===== src/dual_slope_pkg.sv =====
package dual_slope_pkg;
   // ------------------------------------------------------------
   // timebase and phase timing
   // ------------------------------------------------------------
   // oscillator rising edges per converter timebase tick
   localparam int unsigned DIV_RATIO = 4;
   // timebase ticks per unit of (256 - load value), as a shift
   localparam int unsigned PHASE_SHIFT = 8;
   // width of the span (256 - load value)
   localparam int unsigned SPAN_W = 9;
   // span base: 256
   localparam logic [8:0] SPAN_BASE = 9'h100;
   // integrator clear phase length in timebase ticks
   localparam int unsigned CLEAR_TICKS = 16;
   // width of the phase timer and of the result word
   localparam int unsigned COUNT_W = 18;
   // ------------------------------------------------------------
   // reset values
   // ------------------------------------------------------------
   // load value after reset: 0 gives the longest phases
   localparam logic [7:0] LOAD_RESET = 8'h00;
   // one-hot phase codes
   typedef enum logic [3:0] {
      ST_OFFSET = 4'b0001,
      ST_INTEG = 4'b0010,
      ST_DEINT = 4'b0100,
      ST_CLEAR = 4'b1000
   } phase_t;
endpackage : dual_slope_pkg


===== src/timebase_if.sv =====
`timescale 1ns/1ps
// carries the divided timebase tick from divider to sequencer
interface timebase_if;
   logic tick; // one-cycle pulse per timebase period
   modport src (output tick);
   modport snk (input tick);
endinterface : timebase_if


===== src/timebase_divider.sv =====
`timescale 1ns/1ps
module timebase_divider #(
   parameter int unsigned DIV = dual_slope_pkg::DIV_RATIO
) (
   input wire logic sys_clk_in,
   input wire logic rstn_in,
   input wire logic timebase_clock_in,
   timebase_if.src tb
);
   // ------------------------------------------------------------
   // oscillator edge detect and divide
   // ------------------------------------------------------------
   logic osc_q; // previous oscillator level
   logic osc_d;
   logic [3:0] div_q; // rising edges seen in this period
   logic [3:0] div_d;
   logic tick_q; // registered tick pulse
   logic tick_d;
   logic rise; // oscillator rising edge

   // next values: every DIV rising edges give one tick
   always_comb begin
      rise = timebase_clock_in & ~osc_q;
      osc_d = timebase_clock_in;
      div_d = div_q;
      tick_d = 1'b0;
      if (rise) begin
         if (div_q == 4'(DIV - 1)) begin
            div_d = 4'h0;
            tick_d = 1'b1;
         end else begin
            div_d = div_q + 4'h1;
         end
      end
   end

   // register stage
   always_ff @(posedge sys_clk_in or negedge rstn_in) begin
      if (!rstn_in) begin
         osc_q <= 1'b0;
         div_q <= 4'h0;
         tick_q <= 1'b0;
      end else begin
         osc_q <= osc_d;
         div_q <= div_d;
         tick_q <= tick_d;
      end
   end

   assign tb.tick = tick_q;
endmodule : timebase_divider


===== src/dual_slope_phase_sequencer.sv =====
`timescale 1ns/1ps
// How it works
// - integrate fixed time, count deintegrate to zero
// - four phases in every measurement cycle
// - offset cancel length from loaded value
// - integrate length from loaded value
// - sample comparator at integrate end for sign
// - deintegrate counts until comparator reports crossing
// - count moves to output register at end
// - integrator clear runs right before offset cancel
// - timebase is oscillator divided by four
// - offset cancel and integrate equal length
// - deintegrate starts right after integrate, stops
// - done low during offset cancel only
// - reset high halts in offset cancel
module dual_slope_phase_sequencer #(
   parameter int unsigned CW = dual_slope_pkg::COUNT_W,
   parameter int unsigned CLEAR_LEN = dual_slope_pkg::CLEAR_TICKS
) (
   input wire logic sys_clk_in,
   input wire logic rstn_in,
   input wire logic timebase_clock_in,
   input wire logic reset_in,
   input wire logic comparator_in,
   input wire logic [7:0] load_value_in,
   input wire logic load_strobe_in,
   output logic offset_cancel_phase_out,
   output logic integrate_phase_out,
   output logic reference_deintegrate_phase_out,
   output logic integrator_clear_phase_out,
   output logic conv_done_n_out,
   output logic conv_done_oe_out,
   output logic [CW-1:0] result_data_out,
   output logic polarity_bit_out,
   output logic overrange_out,
   output logic result_load_out
);
   // ------------------------------------------------------------
   // timebase
   // ------------------------------------------------------------
   timebase_if tb_link ();

   timebase_divider #(
      .DIV(dual_slope_pkg::DIV_RATIO)
   ) u_div (
      .sys_clk_in(sys_clk_in),
      .rstn_in(rstn_in),
      .timebase_clock_in(timebase_clock_in),
      .tb(tb_link.src)
   );

   // ------------------------------------------------------------
   // state
   // ------------------------------------------------------------
   dual_slope_pkg::phase_t state_q; // current phase, one-hot
   dual_slope_pkg::phase_t state_d;
   logic [CW-1:0] cnt_q; // ticks since phase entry
   logic [CW-1:0] cnt_d;
   logic [7:0] load_q; // loaded timing byte
   logic [7:0] load_d;
   logic sign_q; // polarity latched at integrate end
   logic sign_d;
   logic pol_q; // sign handed out together with the result word
   logic pol_d;
   logic [CW-1:0] result_q; // converted data word
   logic [CW-1:0] result_d;
   logic ovr_q; // deintegrate ran out without crossing
   logic ovr_d;
   logic done_q; // one-cycle transfer pulse
   logic done_d;
   logic eoc_n_q; // active-low done level
   logic eoc_n_d;
   logic [dual_slope_pkg::SPAN_W-1:0] span; // 256 - load value
   logic [CW-1:0] len; // offset cancel and integrate length
   logic [CW-1:0] deint_max; // deintegrate limit, twice len

   // ------------------------------------------------------------
   // phase length
   // ------------------------------------------------------------
   // phase length from the loaded byte; shared so both phases match
   // length follows load_q live, so a load mid-phase can cut or stretch it
   always_comb begin
      span = dual_slope_pkg::SPAN_BASE - {1'b0, load_q};
      len = CW'(CW'(span) << dual_slope_pkg::PHASE_SHIFT);
      deint_max = CW'(len << 1);
   end

   // ------------------------------------------------------------
   // phase sequencer
   // ------------------------------------------------------------
   // next-state logic, stepped once per timebase tick
   always_comb begin
      state_d = state_q;
      cnt_d = cnt_q;
      load_d = load_q;
      sign_d = sign_q;
      pol_d = pol_q;
      result_d = result_q;
      ovr_d = ovr_q;
      done_d = 1'b0;
      // new byte takes effect from the next comparison on
      if (load_strobe_in) begin
         load_d = load_value_in;
      end
      if (tb_link.tick) begin
         unique case (state_q)
            dual_slope_pkg::ST_OFFSET: begin
               if (cnt_q == len - CW'(1)) begin
                  state_d = dual_slope_pkg::ST_INTEG;
                  cnt_d = '0;
               end else begin
                  cnt_d = cnt_q + CW'(1);
               end
            end
            dual_slope_pkg::ST_INTEG: begin
               if (cnt_q == len - CW'(1)) begin
                  sign_d = comparator_in;
                  state_d = dual_slope_pkg::ST_DEINT;
                  cnt_d = '0;
               end else begin
                  cnt_d = cnt_q + CW'(1);
               end
            end
            dual_slope_pkg::ST_DEINT: begin
               if (comparator_in != sign_q) begin
                  result_d = cnt_q;
                  // sign travels with the count so the word never mixes cycles
                  pol_d = sign_q;
                  ovr_d = 1'b0;
                  done_d = 1'b1;
                  state_d = dual_slope_pkg::ST_CLEAR;
                  cnt_d = '0;
               end else if (cnt_q == deint_max - CW'(1)) begin
                  // no crossing in time: report full count as overrange
                  result_d = cnt_q;
                  pol_d = sign_q;
                  ovr_d = 1'b1;
                  done_d = 1'b1;
                  state_d = dual_slope_pkg::ST_CLEAR;
                  cnt_d = '0;
               end else begin
                  cnt_d = cnt_q + CW'(1);
               end
            end
            dual_slope_pkg::ST_CLEAR: begin
               if (cnt_q == CW'(CLEAR_LEN - 1)) begin
                  state_d = dual_slope_pkg::ST_OFFSET;
                  cnt_d = '0;
               end else begin
                  cnt_d = cnt_q + CW'(1);
               end
            end
            default: begin
               // an illegal code falls back to offset cancel
               state_d = dual_slope_pkg::ST_OFFSET;
               cnt_d = '0;
            end
         endcase
      end
      if (reset_in) begin
         // held at offset cancel; a new cycle starts on release
         state_d = dual_slope_pkg::ST_OFFSET;
         cnt_d = '0;
      end
      eoc_n_d = (state_d != dual_slope_pkg::ST_OFFSET);
   end

   // register stage
   always_ff @(posedge sys_clk_in or negedge rstn_in) begin
      if (!rstn_in) begin
         state_q <= dual_slope_pkg::ST_OFFSET;
         cnt_q <= '0;
         load_q <= dual_slope_pkg::LOAD_RESET;
         sign_q <= 1'b0;
         pol_q <= 1'b0;
         result_q <= '0;
         ovr_q <= 1'b0;
         done_q <= 1'b0;
         eoc_n_q <= 1'b0;
      end else begin
         state_q <= state_d;
         cnt_q <= cnt_d;
         load_q <= load_d;
         sign_q <= sign_d;
         pol_q <= pol_d;
         result_q <= result_d;
         ovr_q <= ovr_d;
         done_q <= done_d;
         eoc_n_q <= eoc_n_d;
      end
   end

   // ------------------------------------------------------------
   // outputs straight from flip-flops, except conv_done_n_out tied low and conv_done_oe_out inverted from eoc_n_q
   // ------------------------------------------------------------
   assign offset_cancel_phase_out = state_q[0];
   assign integrate_phase_out = state_q[1];
   assign reference_deintegrate_phase_out = state_q[2];
   assign integrator_clear_phase_out = state_q[3];
   // open drain: value low, enable high only while pulling low
   assign conv_done_n_out = 1'b0;
   assign conv_done_oe_out = ~eoc_n_q;
   assign result_data_out = result_q;
   // the output sign moves only at capture, not at integrate end
   assign polarity_bit_out = pol_q;
   assign overrange_out = ovr_q;
   assign result_load_out = done_q;
endmodule : dual_slope_phase_sequencer


===== config.mk =====
export PLATFORM = sky130hd
export DESIGN_NAME = dual_slope_phase_sequencer
export DESIGN_NICKNAME = d
export VERILOG_FILES = /design/src/dual_slope_pkg.sv /design/src/timebase_if.sv /design/src/timebase_divider.sv /design/src/dual_slope_phase_sequencer.sv
export SDC_FILE = /design/constraint.sdc
export NUM_CORES = 1
export LEC_CHECK = 0
export BUFFER_PORTS_ARGS = -buffer_cell sky130_fd_sc_hd__clkbuf_2
export CORE_ASPECT_RATIO = 0.6
export CORE_MARGIN = 2
export CORE_UTILIZATION = 47
export DETAILED_ROUTE_END_ITERATION = 8
export HOLD_SLACK_MARGIN = 0.08
export PLACE_DENSITY = 0.7
export REMOVE_ABC_BUFFERS = 1
export SYNTH_ARGS = -nofsm -noshare
export SYNTH_HDL_FRONTEND = slang
export SYNTH_SLANG_ARGS = --single-unit

===== constraint.sdc =====
create_clock -name sys_clk_in -period 4.4 [get_ports sys_clk_in]
set_input_delay 0.88 -clock sys_clk_in [delete_from_list [all_inputs] [get_ports sys_clk_in]]
set_output_delay 0.88 -clock sys_clk_in [all_outputs]
set_load 0.03 [all_outputs]

* Yosys cells after proc, flatten, opt, wreduce, memory -nomap -nowiden
Index checks and enable logic that the tools add are counted.
Widths: inputs -> output; s select.
** Word-level totals
- Output and inout bits :: 27
- Word-level logic and storage cells :: 63
- Register bits after elaboration :: 59
** Cells by class
- Eq/ne operators :: 10
- Bitwise logic cells :: 3
- $add $sub $neg :: 5
- Mux-type cells :: 28
- Reductions and logical operators :: 5
** Operators by type and width (count)
- $mux 18 :: 8
- $pmux 18 s3 :: 1
- $eq 18x18->1 :: 2
- $mux 4 :: 8
- $add 18x1->18 const B :: 1
- $eq 18x4->1 const B :: 1
- $sub 17x1->18 const B :: 1
- $sub 18x1->18 const B :: 1
- $pmux 4 s4 :: 1
- $mux 1 :: 10
- $sub 9x8->9 const A :: 1
- $eq 4x2->1 const B :: 2
- $reduce_and 3->1 :: 2
- $add 4x1->4 const B :: 1
- $eq 4x1->1 const B :: 1
- $eq 4x3->1 const B :: 1
- $eq 4x4->1 const B :: 1
- $ne 4x1->1 const B :: 1
- $reduce_bool 2->1 :: 2
- $not 1->1 :: 2
- $reduce_or 2->1 :: 1
- $and 1x1->1 :: 1
- $ne 1x1->1 :: 1

* Longest topological paths before layout
Gate-level depths: netlist of the first run.
- Depth in word-level cells :: 9
- Mapped depth :: 14

* Modules after synthesis
Synthesis of the first run repeated with hierarchy kept, for this count alone.
** Second synthesis, totals
- Cells, all modules :: 387
- Area, all modules :: 3729.8 um2
** Modules (own cells, without submodules)
- dual_slope_phase_sequencer :: sequential area each 1327.5 um2, instances 1, cells each 366, area an instance 3468.3 um2
- timebase_divider :: sequential area each 150.1 um2, instances 1, cells each 21, area an instance 261.5 um2

* Worst setup path after synthesis of the first run
OpenSTA, ideal clock, no wires.
- Path type :: flip-flop to flip-flop
- From :: register load_q[0]
- To :: register eoc_n_q
- Cell stages (with the launch flop) :: 14
- Arrival time :: 3.105 ns
- Slack :: 1.157 ns
- Data required time :: 4.261 ns
- Clock period less this slack :: 3.243 ns
- Path through :: dfrtp_1 > buf_2 > inv_1 > ha_1 > buf_2 > nand2b_4 > nor3_2 > mux2_1 > a2111oi_0 > o2111ai_1 > o211ai_1 > a21boi_0 > o21ai_1 > or4b_1
** Between the ends
- Longest elaborated chain between the ends :: 9
- Elaborated cells between the ends (all ways) :: 13
- Those cells by class :: 3 x add/sub; 3 x eq/ne; 7 x mux
** RTL lines
- start: declaration :: RTL line dual_slope_phase_sequencer.sv:59 : logic [7:0] load_q;
- start signal: assignment :: RTL line dual_slope_phase_sequencer.sv:173 : load_q <= dual_slope_pkg::LOAD_RESET;
- start signal: assignment :: RTL line dual_slope_phase_sequencer.sv:183 : load_q <= load_d;
- $sub 9x8->9 * :: RTL line dual_slope_phase_sequencer.sv:83 : span = dual_slope_pkg::SPAN_BASE - {1'b0, load_q};
- $sub 18x1->18 :: RTL line dual_slope_phase_sequencer.sv:133 : end else if (cnt_q == deint_max - CW'(1)) begin
- $eq 18x18->1 :: RTL line dual_slope_phase_sequencer.sv:133
- $mux 4 :: RTL line dual_slope_phase_sequencer.sv:133
- $mux 4 :: RTL line dual_slope_phase_sequencer.sv:125 : if (comparator_in != sign_q) begin
- $pmux 4 s4 * :: RTL line dual_slope_phase_sequencer.sv:106 : unique case (state_q)
- $mux 4 * :: RTL line dual_slope_phase_sequencer.sv:105 : if (tb_link.tick) begin
- $mux 4 * :: RTL line dual_slope_phase_sequencer.sv:160 : if (reset_in) begin
- net state_d[2] :: RTL line dual_slope_phase_sequencer.sv:56 : dual_slope_pkg::phase_t state_d;
- $ne 4x1->1 * :: RTL line dual_slope_phase_sequencer.sv:165 : eoc_n_d = (state_d != dual_slope_pkg::ST_OFFSET);
- net eoc_n_d :: RTL line dual_slope_phase_sequencer.sv:72 : logic eoc_n_d;
- end signal: assignment :: RTL line dual_slope_phase_sequencer.sv:189 : eoc_n_q <= eoc_n_d;
- end: declaration :: RTL line dual_slope_phase_sequencer.sv:71 : logic eoc_n_q;
The timed path passes the listed nets; every way through them passes the cells marked *.
A chain may end at the register's enable or synchronous reset.

* Final worst setup path of the first run
- From :: register load_q[0]
- To :: register result_q[5], in the netlist result_data_out[5]
** Between the ends
- Longest elaborated chain between the ends :: 5
** RTL lines
- $sub 9x8->9 :: RTL line dual_slope_phase_sequencer.sv:83
- $sub 18x1->18 :: RTL line dual_slope_phase_sequencer.sv:133
- $eq 18x18->1 :: RTL line dual_slope_phase_sequencer.sv:133
- $reduce_bool 2->1 (no source line)
- $reduce_and 3->1 (no source line)
- end signal: assignment :: RTL line dual_slope_phase_sequencer.sv:186 : result_q <= result_d;
- end: declaration :: RTL line dual_slope_phase_sequencer.sv:65 : logic [CW-1:0] result_q;
No other way between the ends.

==> results.yml, run 1 <==
run_status:
  outcome: "complete, no violations"
place:
  dpl-instance-area_sq_mm: 0.00377
  dpl.hpwl_mm: 5.78
  dp.cells: 473
  portBuffers: 39
  place.gp.congestion: 0.867
critical_path:
  r2r_end: "result_data_out[5]"
  crit_path_end: "result_data_out[5]"
  worst-path-max-fanout: 14
  cp-end-kind: "flip-flop"
  reg2reg_setup_slack_ps: 480
  timing.rr.start: "load_q[0]"
  critPathArrivalTime_ps: 4140
  startpoint: "load_q[0]"
  worstSetupPathType: "flip-flop to flip-flop"
  ff2ff_path_depth: 11
  start_kind: "flip-flop"
  cp.required_ps: 4610
global_route:
  grt_use_total_pct: 21.5
  grt_max_degree: 45
  gr-total-overflow: 0
  grt_pass1_vias: 2572
  grt_pass1_wl_mm: 13.4
  antenna_found_initial: 0
power:
  ir_worst_vdd_mv: 0.220
  power_density_mw_per_mm2: 356
  p_leak_nw: 1.79
  total_power_mw: 1.44
logic_synthesis:
  synth-edff-count: 0
  synthFlopType: "dfrtp_1"
  netlist.area_leader.share_pct: 40.6
  async_flop_share_pct: 100
  syn_inst: 358
  synth_seq_cells: 59
  synth.avg_cell_area_sq_um: 9.99
  yosys.cell_types.count: 67
  synth_common_cells: "dfrtp_1 (58), nand2_1 (33), mux2_2 (29)"
  synthTopCellsByArea: "dfrtp_1 (41%), mux2_2 (9.1%), xnor2_1 (3.9%)"
  seq_area_frac_synth_pct: 41.3
  netlist_area_sq_mm: 0.00358
  yosysMostFrequentCell: "dfrtp_1"
  yosysWarnings: 0
  synth_area_leader_cell: "dfrtp_1"
layout:
  fillCellCount: 673
  final_cell_count_no_fill: 489
  register_area_sq_mm: 0.00148
  multi_input_area_sq_mm: 0.00191
  area_delta_synth_final_pct: 12.8
  final_area_sq_mm: 0.00404
  nets: 397
  diodes: 0
  final_layout_size_suffix_gt1_share_pct: 27.3
cts:
  cts-hold-fix-buffers: 0
  cts_max_path_buffers: 2
  ctsResizeCount: 0
  cts_root_buffer: "clkbuf_16"
  cts_setup_buffers: 0
  cts_tree: "yes"
  cts_buffers: 9
  clk_pin_slew_ps: 50
  clk_latency_ps: 340
  h-tree-depth: 3
  cts.sinks: 59
min_path:
  hold_path_class: "flip-flop to flip-flop"
floorplanning:
  start_util_pct: 48.8
  io_pins: 41
  fp-row-count: 24
  die_w_um: 117
  die-area_sq_mm: 0.00835
  coreArea_sq_mm: 0.00733
  die_h_um: 71.6
sta:
  period_minus_slack_ps: 3920
  hold_viol_final: 0
  tns_ps: 0
  worstMarginPinSlew_ps: 1160
  rsz0062_at_grt: "no"
  whs_ps: 501
  fin_crit_sh_pct: 89.2
  relSlewSlack_pct: 22.6
  fmax_ghz: 0.255
  maxSlewViolCount: 0
  setup_violations: 0
  clock_skew_ps: 7.58
route:
  wl_per_cell_um: 16.8
  wl_mm: 8.22
  drt-pass1-iter-count: 6
  drc: 0
  drtIter0Drc: 217
  viasPerCell: 5.78
  vias: 2825
  detail-route-antenna-nets: 0
job:
  max_cap_violations: 0
==> kinds of logic after synthesis <==
group / count (synthesis) / synth area share, %
AOI/OAI and AO/OA: 69 / 14.1
muxes: 32 / 10.0
other: 1 / 0.105
buffers and inverters: 40 / 5.18
adders and majority gates: 3 / 1.05
DFF: 59 / 41.3
and+or+nand+nor: 126 / 19.4
xor gates and xnor gates: 28 / 8.81
==> worst min-delay path by stage <==
stage / end / slack [ps] / cells past startpoint / start
after floorplan: u_div.tb.tick / 460 / 1 / u_div.div_q[2]
after global placement: u_div.div_q[3] / 490 / 1 / u_div.div_q[3]
after detailed placement: u_div.tb.tick / 490 / 1 / u_div.div_q[3]
after CTS: u_div.tb.tick / 510 / 1 / u_div.div_q[3]
after global routing: result_data_out[14] / 520 / 1 / result_data_out[14]
final: result_data_out[17] / 500 / 1 / result_data_out[17]
==> worst max-delay path: stages, from the launching register on <==
cell and delay (ps):
dfrtp_1 490, inv_1 150, ha_1 380, nand2b_4 110, nor3_2 290, mux2_1 380, a2111oi_0 400, o2111ai_1 250
o21ai_0 260, and3_1 400, buf_4 310, mux2_2 370
==> metrics by stage <==
step	util [%]	worst slack [ps]
after global routing	55.1	140
after detailed placement	51.5	514
after global placement	51.5	614
final	55.1	477
after CTS	55.1	494
after floorplan	-	992
==> where the power goes <==
group | switching [mW] | leakage, nW | internal, mW
registers | 0.0397 | 0.794 | 0.566
logic | 0.121 | 0.870 | 0.0878
clock network | 0.244 | 0.125 | 0.377
==> layout make-up <==
cell class                      instances  share of cell area, %
Timing Repair Buffer                   42                   5.39
Clock inverter                          5                  0.744
Clock buffer                           11                   5.77
Inverter                                9                  0.837
Multi-Input combinational cell        259                   47.4
Tap cell                              104                   3.22
Sequential cell                        59                   36.6
==> routing by layer <==
layer	global-route usage [%]	share of wire (%)	vias to the layer above
met5	0	0	-
met4	5.62	1.3	0
met3	6.94	8.6	16
met2	27.5	40	110
met1	34.4	50	1353
li1	-	-	1346
==> registers in the layout, indices dropped and copies added, names as in the netlist, 4 cells and up <==
register	cells
cnt_q	18
load_q	8
result_data_out	18
state_q	4
u_div.div_q	4
==> cell usage in the layout (no fill, tap or decap), types with 5 or more instances in the layout <==
master,instances
nor2_1,21
mux2_2,29
xnor2_1,16
inv_1,9
and3_1,8
nor4_1,5
nand2b_1,6
nor3_1,12
o21ai_0,12
nand2_1,33
xor2_1,7
nand3_1,12
dfrtp_1,58
clkbuf_2,39
a31oi_1,22
clkbuf_16,9
(Power assumes the default switching activity.)
==> inputs of run 2 (changes only) <==
CELL_PAD_IN_SITES_DETAIL_PLACEMENT = 2   (was unset)
CELL_PAD_IN_SITES_GLOBAL_PLACEMENT = 2   (was unset)
CORE_UTILIZATION = 38   (was 47)
MAX_ROUTING_LAYER = met4   (was unset)
PLACE_DENSITY = 0.85   (was 0.7)
==> run 2 against run 1 <==
  * Fmax is 3.6% lower
  * Flip-flop and latch count stayed put
  * Non-clock buffer count is 1 higher
  * Register-to-register slack worse by 140 ps
  * Worst hold slack better by 6.1 ps
  * Critical path depth stayed put
  * Cell count is 5.5% higher
  * Sequential share of layout area is 0.68 points lower
  * Combinational power is 11% higher
  * First-iteration DRC count is 35% lower
  * Global-route usage is 3.0 points higher
  * Core utilization is 10 points lower
==> results.yml, run 2 (synthesis gave the netlist of run 1 again) <==
global_route:
  antenna_found_initial: 0
  grt_max_degree: 37
  grt_pass1_vias: 3224
  grt_use_total_pct: 24.5
  grt_pass1_wl_mm: 18.3
  gr-total-overflow: 0
power:
  total_power_mw: 1.55
  ir_worst_vdd_mv: 0.223
  p_leak_nw: 1.82
  power_density_mw_per_mm2: 377
critical_path:
  path_delay_family: "compound AO/OA/AOI/OAI gates"
  cp.required_ps: 4610
  worstSetupPathType: "flip-flop to flip-flop"
  start_kind: "flip-flop"
  critPathArrivalTime_ps: 4280
  path_buf_inv: 2
  cp-end-kind: "flip-flop"
  worst-path-max-fanout: 15
  critical_path.max_stage_delay_ps: 480
  critPathSlowestCell: "dfrtp_1"
  crit_chain: "inv_1 > ha_1 > nand2b_4 > nor3_2 > mux2_1 > a2111oi_0 > o2111ai_1 > o21ai_0 > and3_1 > buf_4 > mux2_2"
floorplanning:
  coreArea_sq_mm: 0.00916
  fp-row-count: 27
  start_util_pct: 39.1
  io_pins: 41
  die_w_um: 129
  die_h_um: 79.2
  die-area_sq_mm: 0.0102
cts:
  clk_pin_slew_ps: 50
  cts_max_path_buffers: 2
  cts-hold-fix-buffers: 0
  cts_tree: "yes"
  h-tree-depth: 3
  cts.sinks: 59
  cts_root_buffer: "clkbuf_16"
  ctsResizeCount: 0
  cts_setup_buffers: 0
  clk_latency_ps: 330
  cts_buffers: 9
sta:
  tns_ps: 0
  layout_setup_ws_ps: 333
  rsz0062_at_grt: "no"
  setup_violations: 0
  clock_skew_ps: 8.19
  maxSlewViolCount: 0
  period_minus_slack_ps: 4070
  hold_viol_final: 0
  relSlewSlack_pct: 31.0
  worstMarginPinSlew_ps: 1020
  fmax_ghz: 0.246
  fin_crit_sh_pct: 92.4
route:
  wl_mm: 10.8
  drt-pass1-iter-count: 4
  detail-route-antenna-nets: 0
  wl_per_cell_um: 21.0
  vias: 2880
  drtIter0Drc: 142
  viasPerCell: 5.58
  drc: 0
run_status:
  outcome: "complete, no violations"
layout:
  area_delta_synth_final_pct: 15.0
  final_layout_size_suffix_gt1_share_pct: 27.2
  diodes: 0
  nets: 398
  final_cell_count_no_fill: 516
  fillCellCount: 943
  final_cell_mix: "dfrtp_1 (58), clkbuf_2 (39), nand2_1 (33), mux2_2 (29), a31oi_1 (22)"
  fin_util_pct: 44.9
  final_common_cell: "dfrtp_1"
place:
  dpl.hpwl_mm: 7.59
  portBuffers: 39
  pre_cts_ws_ps: 449
  place.gp.congestion: 0.827
  dp.cells: 500
job:
  max_cap_violations: 0
min_path:
  hold_path_class: "flip-flop to flip-flop"
[run 2: where the power goes]
part           internal [mW]  switching (mW)
clock network          0.468           0.244
registers              0.566          0.0427
logic                 0.0907           0.140
[run 2: cell type report]
cell class	count	area, sq um	share of cell area [%]
repair buffers	43	225	5.48
clock buffers	14	264	6.42
flip-flops and latches	59	1480	35.9
inverters	9	33.8	0.821
well taps	130	163	3.95
clock inverters	2	35.0	0.852
multi-input cells	259	1910	46.5
[run 2: worst paths after layout]
check	from	end	slack, ps	depth (start not counted)
min reg2reg	result_data_out[7]	result_data_out[7]	510	1
min in group asynchronous	rstn_in	polarity_bit_out	680	1
max reg2reg	load_q[0]	result_data_out[0]	330	11
min	result_data_out[7]	result_data_out[7]	510	1
max in group asynchronous	rstn_in	u_div.osc_q	2850	2
max	load_q[0]	result_data_out[0]	330	11
[run 2: layer usage]
metal / up-vias / wire (um) / share of wire, % / track usage [%]
li1: 1341 / - / - / -
met1: 1474 / 5250 / 48 / 33.1
met2: 56 / 5080 / 47 / 37.7
met3: 9 / 435 / 4.0 / 5.53
met4: 0 / 79 / 0.73 / 5.54
met5: - / 0 / 0 / -
[run 2: through the flow]
step / hold WS (ps) / cell area, sq um
finish: 508 / 4110
global route: 526 / 4110
CTS: 517 / 4110
detailed placement: 502 / 3810
global placement: 484 / 3810
floorplan: 459 / 3430
==> inputs of run 3 (changes only) <==
BUFFER_PORTS_ARGS = -buffer_cell sky130_fd_sc_hd__buf_2   (was -buffer_cell sky130_fd_sc_hd__clkbuf_2)
==> run 3 against run 2 <==
  * Critical path type unchanged
  * Combinational power decreased by 3%
  * Final area decreased by 0.58%
  * Count of clock-buffer cells in the layout unchanged
  * Non-clock buffer count unchanged
  * Largest cell class unchanged
  * Flip-flop and latch count unchanged
  * Cell count unchanged
==> results.yml, run 3 (synthesis gave the netlist of run 1 again) <==
critical_path:
  cp.required_ps: 4620
  critPathArrivalTime_ps: 4340
  timing.rr.start: "load_q[0]"
  cp-end-kind: "flip-flop"
  worstSetupPathType: "flip-flop to flip-flop"
  start_kind: "flip-flop"
  reg2reg_setup_slack_ps: 280
  worst-path-max-fanout: 15
  ff2ff_path_depth: 11
  r2r_end: "result_data_out[8]"
layout:
  register_area_sq_mm: 0.00148
  fillCellCount: 971
  final_cell_count_no_fill: 516
  final_common_cell: "dfrtp_1"
  final_area_sq_mm: 0.00409
  fin_util_pct: 44.7
  final_cell_mix: "dfrtp_1 (58), buf_2 (39), nand2_1 (33), mux2_2 (29), a31oi_1 (22)"
  area_delta_synth_final_pct: 14.3
  multi_input_area_sq_mm: 0.00192
  final_layout_size_suffix_gt1_share_pct: 27.5
  nets: 398
  diodes: 0
cts:
  h-tree-depth: 3
  clk_latency_ps: 340
  cts_tree: "yes"
  clk_pin_slew_ps: 50
  cts.sinks: 59
  cts-hold-fix-buffers: 0
  cts_max_path_buffers: 2
  cts_root_buffer: "clkbuf_16"
  cts_buffers: 9
min_path:
  hold_depth: 1
  hold_end: "result_data_out[12]"
  hold_path_class: "flip-flop to flip-flop"
  worstHoldStart: "result_data_out[12]"
route:
  drt-pass1-iter-count: 6
  vias: 2948
  wl_per_cell_um: 20.6
  wl_mm: 10.6
  viasPerCell: 5.71
  drc: 0
  detail-route-antenna-nets: 0
  drtIter0Drc: 134
power:
  ir_worst_vdd_mv: 0.207
  power_density_mw_per_mm2: 363
  p_leak_nw: 1.82
global_route:
  met3_usage_pct: 6.81
  grt_busiest_layer: "met2"
  grt_pass1_vias: 3249
  gr-usage-met1_pct: 30.7
  grt_use_total_pct: 23.5
  met2_usage_pct: 36.3
  gr-total-overflow: 0
  grt_max_degree: 60
  antenna_found_initial: 0
  grt_pass1_wl_mm: 17.6
sta:
  layout_setup_ws_ps: 280
  maxSlewViolCount: 0
  rsz0062_at_grt: "no"
  worstMarginPinSlew_ps: 878
  clock_skew_ps: 6.96
  fmax_ghz: 0.243
  setup_violations: 0
  fin_crit_sh_pct: 93.6
  relSlewSlack_pct: 40.6
  period_minus_slack_ps: 4120
  hold_viol_final: 0
  tns_ps: 0
place:
  portBuffers: 39
  dpl-instance-area_sq_mm: 0.00381
  dp.cells: 500
  dpl.hpwl_mm: 7.44
  place.gp.congestion: 0.811
  pre_cts_ws_ps: 347
floorplanning:
  die-area_sq_mm: 0.0102
  die_h_um: 79.2
  coreArea_sq_mm: 0.00916
  die_w_um: 129
  io_pins: 41
  start_util_pct: 39.1
  fp-row-count: 27
run_status:
  outcome: "complete, no violations"
job:
  max_cap_violations: 0
==> run 3: per-layer routing <==
| metal | vias up | share of wire (%) |
|---|---|---|
| met5 | - | 0 |
| met4 | 0 | 1.2 |
| met3 | 11 | 4.1 |
| met2 | 72 | 46 |
| met1 | 1524 | 49 |
| li1 | 1341 | - |
==> run 3: worst max-delay path by stage <==
stage                          from                 end  slack [ps]  depth (start not counted)
after floorplan           load_q[0]       overrange_out         990                         10
after global placement    load_q[0]  result_data_out[9]         760                         11
after detailed placement  load_q[0]  result_data_out[8]         350                         11
after CTS                 load_q[0]  result_data_out[8]         210                         11
after global routing      load_q[0]  result_data_out[2]          90                         11
final                     load_q[0]  result_data_out[8]         280                         11
==> run 3: critical path, cell delays in order (launching register included) <==
cell	delay [ps]
dfrtp_1	500
inv_1	160
ha_1	430
nand2b_4	110
nor3_2	360
mux2_1	410
a2111oi_0	450
o2111ai_1	240
o21ai_0	310
and3_2	350
buf_4	300
mux2_2	370
==> run 3: layout make-up <==
cell class	instances	area share, %
clock buffers	14	6.46
clock inverters	2	0.245
inverters	9	0.826
multi-input cells	259	46.8
flip-flops and latches	59	36.1
well taps	130	3.98
repair buffers	43	5.51
==> run 3: metrics by stage <==
stage                     hold slack (ps)  power, mW
final                                 502       1.49
after global routing                  530       1.56
after CTS                             506       1.50
after detailed placement              495      0.838
after global placement                485      0.823
after floorplan                       459      0.757
==> run 3: report_power, final <==
group / switching, mW / total [mW] / internal, mW
Clock: 0.244 / 0.654 / 0.410
Sequential: 0.0427 / 0.609 / 0.566
Combinational: 0.134 / 0.224 / 0.0902
Total: 0.420 / 1.49 / 1.07
==> run 3: repair_timing <==
action                                  CTS  global route
setup buffers                             0             0
endpoints found under the setup margin    0            14
gates resized for setup                   0             1
